### src/rtl/dmacra_consts.svh
// Offsets, field positions and reset values for the DMA channel block
`ifndef DMACRA_CONSTS_SVH
`define DMACRA_CONSTS_SVH
`define DMACRA_ADDR_HI_BIT     3
`define DMACRA_ADDR_CH_MSB     2
`define DMACRA_ADDR_CH_LSB     1
`define DMACRA_ADDR_SEL_BIT    0
`define DMACRA_SEL_ADDRESS     1'b0
`define DMACRA_SEL_WORD_COUNT  1'b1
`define DMACRA_CMD_CLR_BYTE_FF 4'hC
`define DMACRA_CMD_SET_BYTE_FF 4'hC
`define DMACRA_CMD_MASTER_CLR  4'hD
`define DMACRA_REG_RESET       16'h0000
`define DMACRA_BYTE_FF_RESET   1'b0
`endif

### src/rtl/dmacra_pkg.sv
// Types shared by the DMA channel block
`default_nettype none
package dmacra_pkg;
  typedef enum logic [1:0] {DMACRA_IDLE, DMACRA_S1, DMACRA_S2, DMACRA_S4} dmacra_state_e;
  typedef logic [15:0] dmacra_word_t;
  typedef logic [1:0]  dmacra_chan_t;
endpackage : dmacra_pkg
`default_nettype wire

### src/rtl/dmacra_regbus_if.sv
// Register write carrier between the port decoder and the register file
`timescale 1ns/1ps
`default_nettype none
interface dmacra_regbus_if;
  import dmacra_pkg::*;
  logic         wr_en;
  logic         sel_wc;
  logic         hi_byte;
  dmacra_chan_t chan;
  logic [7:0]   wdata;
  logic         adv_en;
  dmacra_chan_t adv_chan;
  modport ctrl (output wr_en, sel_wc, hi_byte, chan, wdata, adv_en, adv_chan);
  modport regs (input  wr_en, sel_wc, hi_byte, chan, wdata, adv_en, adv_chan);
endinterface : dmacra_regbus_if
`default_nettype wire

### src/rtl/dmacra_regfile.sv
// Base and current address and word count storage for four channels
`timescale 1ns/1ps
`default_nettype none
`include "dmacra_consts.svh"
module dmacra_regfile
  import dmacra_pkg::*;
(
  // Clock and reset
  input  wire logic     clk_sys,
  input  wire logic     rst,
  // Write and advance port
  dmacra_regbus_if.regs bus,
  // Current copies
  output dmacra_word_t  cur_addr [4],
  output dmacra_word_t  cur_wc   [4]
);
  dmacra_word_t base_addr_q [4];
  dmacra_word_t base_wc_q   [4];
  dmacra_word_t cur_addr_q  [4];
  dmacra_word_t cur_wc_q    [4];

  function automatic dmacra_word_t merge_byte(input dmacra_word_t old, input logic hi, input logic [7:0] b);
    merge_byte = hi ? {b, old[7:0]} : {old[15:8], b};
  endfunction : merge_byte

  always_ff @(posedge clk_sys) begin
    for (int i = 0; i < 4; i++) begin
      if (rst) begin
        base_addr_q[i] <= `DMACRA_REG_RESET;
        base_wc_q[i]   <= `DMACRA_REG_RESET;
        cur_addr_q[i]  <= `DMACRA_REG_RESET;
        cur_wc_q[i]    <= `DMACRA_REG_RESET;
      end else if (bus.wr_en && bus.chan == 2'(i)) begin
        if (bus.sel_wc) begin
          base_wc_q[i] <= merge_byte(base_wc_q[i], bus.hi_byte, bus.wdata);
          cur_wc_q[i]  <= merge_byte(cur_wc_q[i], bus.hi_byte, bus.wdata);
        end else begin
          base_addr_q[i] <= merge_byte(base_addr_q[i], bus.hi_byte, bus.wdata);
          cur_addr_q[i]  <= merge_byte(cur_addr_q[i], bus.hi_byte, bus.wdata);
        end
      end else if (bus.adv_en && bus.adv_chan == 2'(i)) begin
        cur_addr_q[i] <= cur_addr_q[i] + 16'h0001;
        cur_wc_q[i]   <= cur_wc_q[i] - 16'h0001;
      end
    end
  end

  assign cur_addr = cur_addr_q;
  assign cur_wc   = cur_wc_q;
endmodule : dmacra_regfile
`default_nettype wire

### src/rtl/dmacra_top.sv
// DMA channel register access, external end of process and fly-by transfer sequencing
// Notes on behaviour
// - End of process pin is open drain, both ways
// - External end of process ignored while idle
// - Latched end of process acts at second state
// - Return to idle discards latched end
// - Demand gaps are idle; pulses there ignored
// - Port decode picks channel and register kind
// - Byte flip-flop orders low then high byte
// - Unmasked request raises bus hold request
// - No address or strobes before hold grant
// - I/O read with memory write, or reverse
// - Transferred data never captured or driven
// - Upper address byte driven on data pins
// - Current write also loads base copy
`timescale 1ns/1ps
`default_nettype none
`include "dmacra_consts.svh"
module dmacra_top
  import dmacra_pkg::*;
(
  // Clock and reset
  input  wire logic       clk_sys,
  input  wire logic       rst,
  // Processor port
  input  wire logic       chip_select_n,
  input  wire logic [3:0] port_addr_in,
  input  wire logic [7:0] data_bus_pins_in,
  output logic [7:0]      data_bus_pins_out,
  output logic            data_bus_pins_oe,
  input  wire logic       io_read_strobe_n_in,
  input  wire logic       io_write_strobe_n_in,
  // Transfer setup
  input  wire logic [3:0] transfer_request_in,
  input  wire logic [3:0] request_mask,
  input  wire logic       demand_mode,
  input  wire logic       dir_mem_to_io,
  // Hold handshake
  output logic            bus_hold_request,
  input  wire logic       bus_hold_grant,
  // System bus outputs
  output logic            address_enable_out,
  output logic [7:0]      addr_low_out,
  output logic            io_read_strobe_n_out,
  output logic            io_write_strobe_n_out,
  output logic            memory_read_strobe_n,
  output logic            memory_write_strobe_n,
  output logic            strobe_oe,
  // End of process, open drain
  input  wire logic       end_of_process_n_in,
  output logic            end_of_process_n_out,
  output logic            end_of_process_oe,
  // Status
  output logic [3:0]      terminal_count_flags
);
  dmacra_regbus_if rb ();

  dmacra_state_e state_q, state_d;
  logic          byte_ff_q;
  logic [7:0]    rd_data_q;
  logic          rd_oe_q;
  logic          ext_eop_q;
  dmacra_chan_t  act_chan_q;
  logic [3:0]    tc_q;
  logic          eop_drive_q;
  logic          rd_prev_q;
  logic          wr_prev_q;
  dmacra_word_t  cur_addr [4];
  dmacra_word_t  cur_wc   [4];

  // Port decode
  wire          selected   = !chip_select_n && !port_addr_in[`DMACRA_ADDR_HI_BIT] && state_q == DMACRA_IDLE;
  wire          cmd_sel    = !chip_select_n && port_addr_in[`DMACRA_ADDR_HI_BIT] && state_q == DMACRA_IDLE;
  wire          rd_act     = !io_read_strobe_n_in;
  wire          wr_act     = !io_write_strobe_n_in;
  wire          rd_end     = rd_prev_q && !rd_act;
  wire          wr_end     = wr_prev_q && !wr_act;
  wire          wr_start   = wr_act && !wr_prev_q;
  wire          acc_end    = selected && (rd_end || wr_end);
  wire          clr_ff     = cmd_sel && wr_start && port_addr_in == `DMACRA_CMD_CLR_BYTE_FF;
  wire          set_ff     = cmd_sel && rd_act && !rd_prev_q && port_addr_in == `DMACRA_CMD_SET_BYTE_FF;
  wire          master_clr = cmd_sel && wr_start && port_addr_in == `DMACRA_CMD_MASTER_CLR;
  wire          sel_wc     = port_addr_in[`DMACRA_ADDR_SEL_BIT];
  wire dmacra_chan_t reg_chan = port_addr_in[`DMACRA_ADDR_CH_MSB:`DMACRA_ADDR_CH_LSB];
  wire dmacra_word_t rd_word  = (sel_wc == `DMACRA_SEL_WORD_COUNT) ? cur_wc[reg_chan] : cur_addr[reg_chan];
  wire [7:0]    rd_byte    = byte_ff_q ? rd_word[15:8] : rd_word[7:0];

  // Request arbitration, lowest channel first
  wire [3:0]    live_req   = transfer_request_in & ~request_mask;
  wire          any_req    = |live_req;
  wire dmacra_chan_t pick  = live_req[0] ? 2'd0 : live_req[1] ? 2'd1 : live_req[2] ? 2'd2 : 2'd3;
  wire dmacra_word_t xfer_addr = cur_addr[act_chan_q];
  wire          last_word  = cur_wc[act_chan_q] == 16'h0000;
  wire          active     = state_q != DMACRA_IDLE;
  wire          ext_eop    = !end_of_process_n_in && !eop_drive_q;
  wire          end_now    = state_q == DMACRA_S2 && (ext_eop_q || ext_eop || last_word);
  wire          in_xfer    = state_q == DMACRA_S2 || state_q == DMACRA_S4;
  // Registered pin drive follows the next state so it lines up with the strobes
  wire          in_xfer_d  = state_d == DMACRA_S2 || state_d == DMACRA_S4;
  wire dmacra_word_t next_addr = (state_q == DMACRA_S4) ? xfer_addr + 16'h0001 : xfer_addr;

  // Register write and advance feed
  assign rb.wr_en    = selected && wr_end;
  assign rb.sel_wc   = sel_wc;
  assign rb.hi_byte  = byte_ff_q;
  assign rb.chan     = reg_chan;
  assign rb.wdata    = data_bus_pins_in;
  assign rb.adv_en   = state_q == DMACRA_S4;
  assign rb.adv_chan = act_chan_q;

  dmacra_regfile u_regs (
    .clk_sys  (clk_sys),
    .rst      (rst),
    .bus      (rb),
    .cur_addr (cur_addr),
    .cur_wc   (cur_wc)
  );

  // Transfer sequencer
  always_comb begin
    state_d = state_q;
    unique case (state_q)
      DMACRA_IDLE: if (any_req && bus_hold_grant) state_d = DMACRA_S1;
      DMACRA_S1:   state_d = DMACRA_S2;
      DMACRA_S2:   state_d = end_now ? DMACRA_IDLE : DMACRA_S4;
      DMACRA_S4:   state_d = (demand_mode && transfer_request_in[act_chan_q]) ? DMACRA_S2 : DMACRA_IDLE;
    endcase
  end

  always_ff @(posedge clk_sys) begin
    if (rst || master_clr) state_q <= DMACRA_IDLE;
    else                   state_q <= state_d;
  end

  always_ff @(posedge clk_sys) begin
    if (rst) act_chan_q <= 2'd0;
    else if (state_q == DMACRA_IDLE) act_chan_q <= pick;
  end

  // Byte order flip-flop
  always_ff @(posedge clk_sys) begin
    if (rst || master_clr || clr_ff) byte_ff_q <= `DMACRA_BYTE_FF_RESET;
    else if (set_ff)                 byte_ff_q <= 1'b1;
    else if (acc_end)                byte_ff_q <= ~byte_ff_q;
  end

  always_ff @(posedge clk_sys) begin
    if (rst) begin
      rd_prev_q <= 1'b0;
      wr_prev_q <= 1'b0;
    end else begin
      rd_prev_q <= rd_act;
      wr_prev_q <= wr_act;
    end
  end

  // Processor read data, and upper address byte during transfers
  always_ff @(posedge clk_sys) begin
    if (rst) begin
      rd_data_q <= 8'h00;
      rd_oe_q   <= 1'b0;
    end else begin
      rd_data_q <= in_xfer_d ? next_addr[15:8] : rd_byte;
      rd_oe_q   <= (selected && rd_act) || in_xfer_d;
    end
  end

  // External end of process latch
  always_ff @(posedge clk_sys) begin
    if (rst || master_clr || !active)    ext_eop_q <= 1'b0;
    else if (state_q == DMACRA_S2)       ext_eop_q <= 1'b0;
    else if (ext_eop)                    ext_eop_q <= 1'b1;
  end

  always_ff @(posedge clk_sys) begin
    if (rst || master_clr) begin
      eop_drive_q <= 1'b0;
      tc_q        <= 4'h0;
    end else begin
      eop_drive_q <= state_q == DMACRA_S2 && last_word;
      if (end_now) tc_q[act_chan_q] <= 1'b1;
    end
  end

  // Outputs
  assign data_bus_pins_out     = rd_data_q;
  assign data_bus_pins_oe      = rd_oe_q;
  assign bus_hold_request      = any_req || active;
  assign address_enable_out    = active && bus_hold_grant;
  assign addr_low_out          = xfer_addr[7:0];
  assign strobe_oe             = active && bus_hold_grant;
  assign io_read_strobe_n_out  = !(in_xfer && !dir_mem_to_io);
  assign memory_write_strobe_n = !(in_xfer && !dir_mem_to_io);
  assign memory_read_strobe_n  = !(in_xfer && dir_mem_to_io);
  assign io_write_strobe_n_out = !(in_xfer && dir_mem_to_io);
  assign end_of_process_n_out  = 1'b0;
  assign end_of_process_oe     = eop_drive_q;
  assign terminal_count_flags  = tc_q;
endmodule : dmacra_top
`default_nettype wire

### config.mk
export PLATFORM = sky130hd
export DESIGN_NAME = dmacra_top
export DESIGN_NICKNAME = d
export VERILOG_FILES = /design/src/rtl/dmacra_pkg.sv /design/src/rtl/dmacra_regbus_if.sv /design/src/rtl/dmacra_regfile.sv /design/src/rtl/dmacra_top.sv
export VERILOG_INCLUDE_DIRS = /design/src /design/src/rtl
export SDC_FILE = /design/constraint.sdc
export NUM_CORES = 1
export LEC_CHECK = 0
export ABC_AREA = 0
export BUFFER_PORTS_ARGS = -buffer_cell sky130_fd_sc_hd__buf_4
export CAP_MARGIN = 20
export CORE_MARGIN = 5
export CORE_UTILIZATION = 55
export CTS_CLUSTER_DIAMETER = 100
export DETAILED_ROUTE_END_ITERATION = 6
export HOLD_SLACK_MARGIN = 0.12
export PLACE_DENSITY_LB_ADDON = 0.08
export SYNTH_ARGS = -nofsm -noshare
export SYNTH_HDL_FRONTEND = slang
export SYNTH_SLANG_ARGS = --single-unit
### constraint.sdc
create_clock -name clk_sys -period 7.62 [get_ports clk_sys]
set_clock_uncertainty 0.1 [all_clocks]
set_input_delay 2.286 -clock clk_sys [delete_from_list [all_inputs] [get_ports clk_sys]]
set_output_delay 2.286 -clock clk_sys [all_outputs]
set_load 0.005 [all_outputs]
# Yosys cells after proc, flatten, opt, wreduce, memory -nomap -nowiden
# Index checks and enable logic that the tools add are counted.
# totals
output_inout_bits	30
reg_bits	150
inputBits	29
word_cells	205
# op_classes
eq_ne	29
n_mux	48
n_reduce_logical	83
add_sub_neg	9
n_lt_le_gt_ge	4
n_bitwise	6
# op_table
cell	n
$mux 16	29
$bmux 16 s2	4
$add 16x1->16 const B	5
$sub 16x1->16 const B	4
$reduce_and 3->1	16
$logic_and 1x1->1	33
$ne 2x2->1 const B	16
$eq 2x2->1 const B	8
$logic_not 16->1	1
$mux 8	2
$logic_not 1->1	12
$reduce_bool 2->1	6
$logic_or 1x1->1	10
$mux 2	5
$eq 4x4->1 const B	2
$pmux 2 s4	1
$eq 2x1->1 const B	3
$ge 3x3->1 const B	2
$logic_not 2->1	3
$not 2->3	2
$mux 1	5
$and 4x4->4	1
$not 4->4	1
$or 4x4->4	1
7 further kinds	7

# Longest topological paths before layout
# depth
ltp_word	12
ltp_mapped	10
depth_no_buf	8

# Modules after synthesis
# Synthesis repeated with hierarchy kept, for this count alone.
# unflattened
cells_unflattened	1396
hier_area_um2	10959.3
# by_module_without_submodules
module	n_inst	area_per_inst_um2	cells_per_inst
dmacra_regfile	1	8189.1	1139
dmacra_top	1	2770.2	257

# Worst setup path after synthesis
# No wires, ideal clock.
# synth_path
path_type	input -> output
startpoint	input port transfer_request_in[1]
endpoint	output port bus_hold_request
cell_stages	3
path_slack_ns	2.538
t_arrival_ns	2.696
n_path_buf	0
path_cell_list	nor2b_1 > a21oi_1 > nand4_1
# synth_between
elab_chain_cells	3
# synth_lines
item	line_no	rtl
from (decl)	dmacra_top.sv:34	input wire logic [3:0] transfer_request_in,
$and 4x4->4	dmacra_top.sv:89	wire [3:0] live_req = transfer_request_in & ~request_mask;
$reduce_or 4->1	dmacra_top.sv:90	wire any_req = |live_req;
$logic_or 1x1->1	dmacra_top.sv:188	assign bus_hold_request = any_req || active;
to (decl)	dmacra_top.sv:39	output logic bus_hold_request,
# Every way passes these cells.

# Final worst setup path
# Ends and elaborated chain as after synthesis.

==> results.toml <==
[die]
die_h_microns = 148
core.rowCount = 50
fp.dieW_microns = 148
dieArea_sq_um = 22000
design.core.area_sq_um = 18800
start_util_pct = 56.1
ioPinCount = 59

[clocking]
htreeDepth = 4
cts_hold_buf = 0
post_cts_buffers = 0
clk_latency_ns = 0.44
cts_tree = "yes"
cts_buffers = 17
clock_path_buffers = 2
cts_sinks = 150
ctsResizeCount = 0
root_buffer = "clkbuf_16"
path_clk_slew_ns = 0.07

[critical_path]
cp_top_family = "buffers and inverters"
path_cells = "buf_4 > nor2b_1 > a21oi_1 > nand4_1 > buf_4"
cp_common_cell = "buf_4"
endpoint_kind = "output pin"
critPathSlowestCell = "a21oi_1"
cp_max_fo = 3
worstSetupPathType = "input pin to output pin"
worst-path-buf-inv = 2
arrival_ns = 3.03
startpoint_type = "input pin"
required_ns = 5.23
max_stage_delay_ns = 0.22

[yosys]
synthArstFlopShare_pct = 0
ys_ff_latch = 150
synth_cell_types = 76
syn_nets = 1407
synth-edff-count = 0
synth.avg_cell_area_sq_um = 7.68
yosys_most_used_dff = "dfxtp_1"
netlist_instances = 1370
syn_area_sq_um = 10500
synth.yosys.seq_area_share_pct = 28.5
ys_warn_count = 0

[route]
first_iter_violations = 1808
post_drt_wl_per_cell_microns = 24.7
routed_wl_microns = 39600
viasPerCell = 7.17
post-route-drc-count = 0
dr_total_vias = 11501
drtAntennaViolNets = 0
dr.pass1.iters = 5

[power]
p_leak_nw = 3.80
powerDensity_nw_per_um2 = 158
peakVddDrop_uv = 170

[global_route]
antenna_found_initial = 0
grt_pass1_wl_microns = 59600
grt_overflow_total = 0
grt_max_degree = 73
grt_pass1_vias = 10055
track_usage_pct = 35.2

[sta]
tightest_slew_ns = 1.06
tns_ns = 0
finalWorstSetupSlack_ns = 2.21
finalSetupViolCount = 0
maxSlewHeadroom_pct = 28.6
final.min_clock_period_ns = 5.41
final_max_slew_viol_count = 0
maxClockFrequency_ghz = 0.185
period_share_pct = 71.1
rsz0062_at_grt = "no"
hold_violations = 0
holdWs_ns = 0.370

[finish]
post-route-util_pct = 61.2
areaGrowthSynthToFinish_pct = 9.19
drive_gt1_share_pct = 13.5
n_antenna_cell = 0
nNetsFinal = 1393

[min_path]
hold_class = "flop to flop"

[place]
dpl.hpwl_microns = 28300
dp_worst_setup_slack_ns = 1.99
gp_congestion = 0.984
io_buffers = 57

[run]
cap_violations = 0

[run_status]
status = "completed"
power breakdown:
group	switching, W	internal, W	total (W)
Combinational	0.000112	0.0000546	0.000166
Sequential	0.00000704	0.000789	0.000796
Clock	0.000366	0.000482	0.000848
worst reg2reg max path: cells and delay by family (launching register included):
| kind | cells | cell delay (ns) |
|---|---|---|
| AOI/OAI and AO/OA | 4 | 1.54 |
| DFF | 1 | 0.54 |
| and+or+nand+nor | 2 | 1.46 |
final cells by class:
cell class | count | area (sq um)
fill | 1737 | 7280
multi-input combinational | 1088 | 6970
sequential | 150 | 3000
timing repair buffer | 75 | 561
clock buffer | 20 | 437
tap | 234 | 293
clock inverter | 12 | 129
inverter | 24 | 90.1
cells in the mapped netlist, drive strengths merged (27+ instances only):
cell type | n | area, sq um
a211oi | 41 | 313
nor4 | 35 | 219
nand3 | 53 | 265
nor2 | 124 | 473
clkbuf | 72 | 270
nand2 | 148 | 556
mux4 | 56 | 1260
a21oi | 150 | 777
nand4 | 27 | 169
dfxtp | 150 | 3000
nor3 | 51 | 255
o21ai | 170 | 862
buf | 36 | 195
flip-flops by register name, indices dropped and copies added (netlist names):
register and cells:
ext_eop_q 1, byte_ff_q 1, state_q 2, data_bus_pins_oe 1, terminal_count_flags 4, rd_prev_q 1
end_of_process_oe 1, act_chan_q 2, u_regs.cur_addr 64, data_bus_pins_out 8, u_regs.cur_wc 64, wr_prev_q 1
through the flow:
step | total power (W) | instance area, sq um | instances
6_report | 0.00181 | 11500 | 1603
5_1_grt | 0.00185 | 11500 | 1603
4_1_cts | 0.00180 | 11500 | 1602
3_5_place_dp | 0.000974 | 10900 | 1570
3_3_place_gp | 0.000973 | 10900 | 1570
2_1_floorplan | 0.000916 | 10500 | 1370
cell usage in the layout, fill, tap and decap left out, types with 14 or more instances in the layout:
cell type and instances:
a22oi_1 22, and3_1 18, clkbuf_16 17, a211oi_1 40, nand4_1 27, o21ai_0 163, mux4_2 56, buf_4 74
inv_1 23, nand2_1 148, or3_1 14, dfxtp_1 149, o22ai_1 18, nand3_1 53, nor4_1 33, nor3_1 51
a21oi_1 147, nor2_1 123
final timing paths:
check	startpoint	slack, ns	end	depth (start not counted)
setup reg to reg	state_q[0]	3.88	u_regs.cur_addr[45]	6
hold reg to reg	terminal_count_flags[0]	0.37	terminal_count_flags[0]	1
setup / recovery	transfer_request_in[1]	2.21	bus_hold_request	5
hold / removal	terminal_count_flags[0]	0.37	terminal_count_flags[0]	1
logic make-up after synthesis:
family,count (synthesis),synth area share (%)
compound gates,476,27.4
simple gates,536,24.9
other cells,1,0.0356
buf+inv,132,5.28
xor+xnor,8,0.666
fa+ha+maj,8,0.952
flops,150,28.5
mux,59,12.3
per-layer routing:
layer / GRT usage, % / vias up / wire length [microns]
li1: - / 5149 / -
met1: 49.5 / 5436 / 15600
met2: 50.7 / 787 / 16800
met3: 11.2 / 129 / 5470
met4: 13.1 / 0 / 1730
met5: 0 / - / 0
Power figures use the tool's default switching activity.
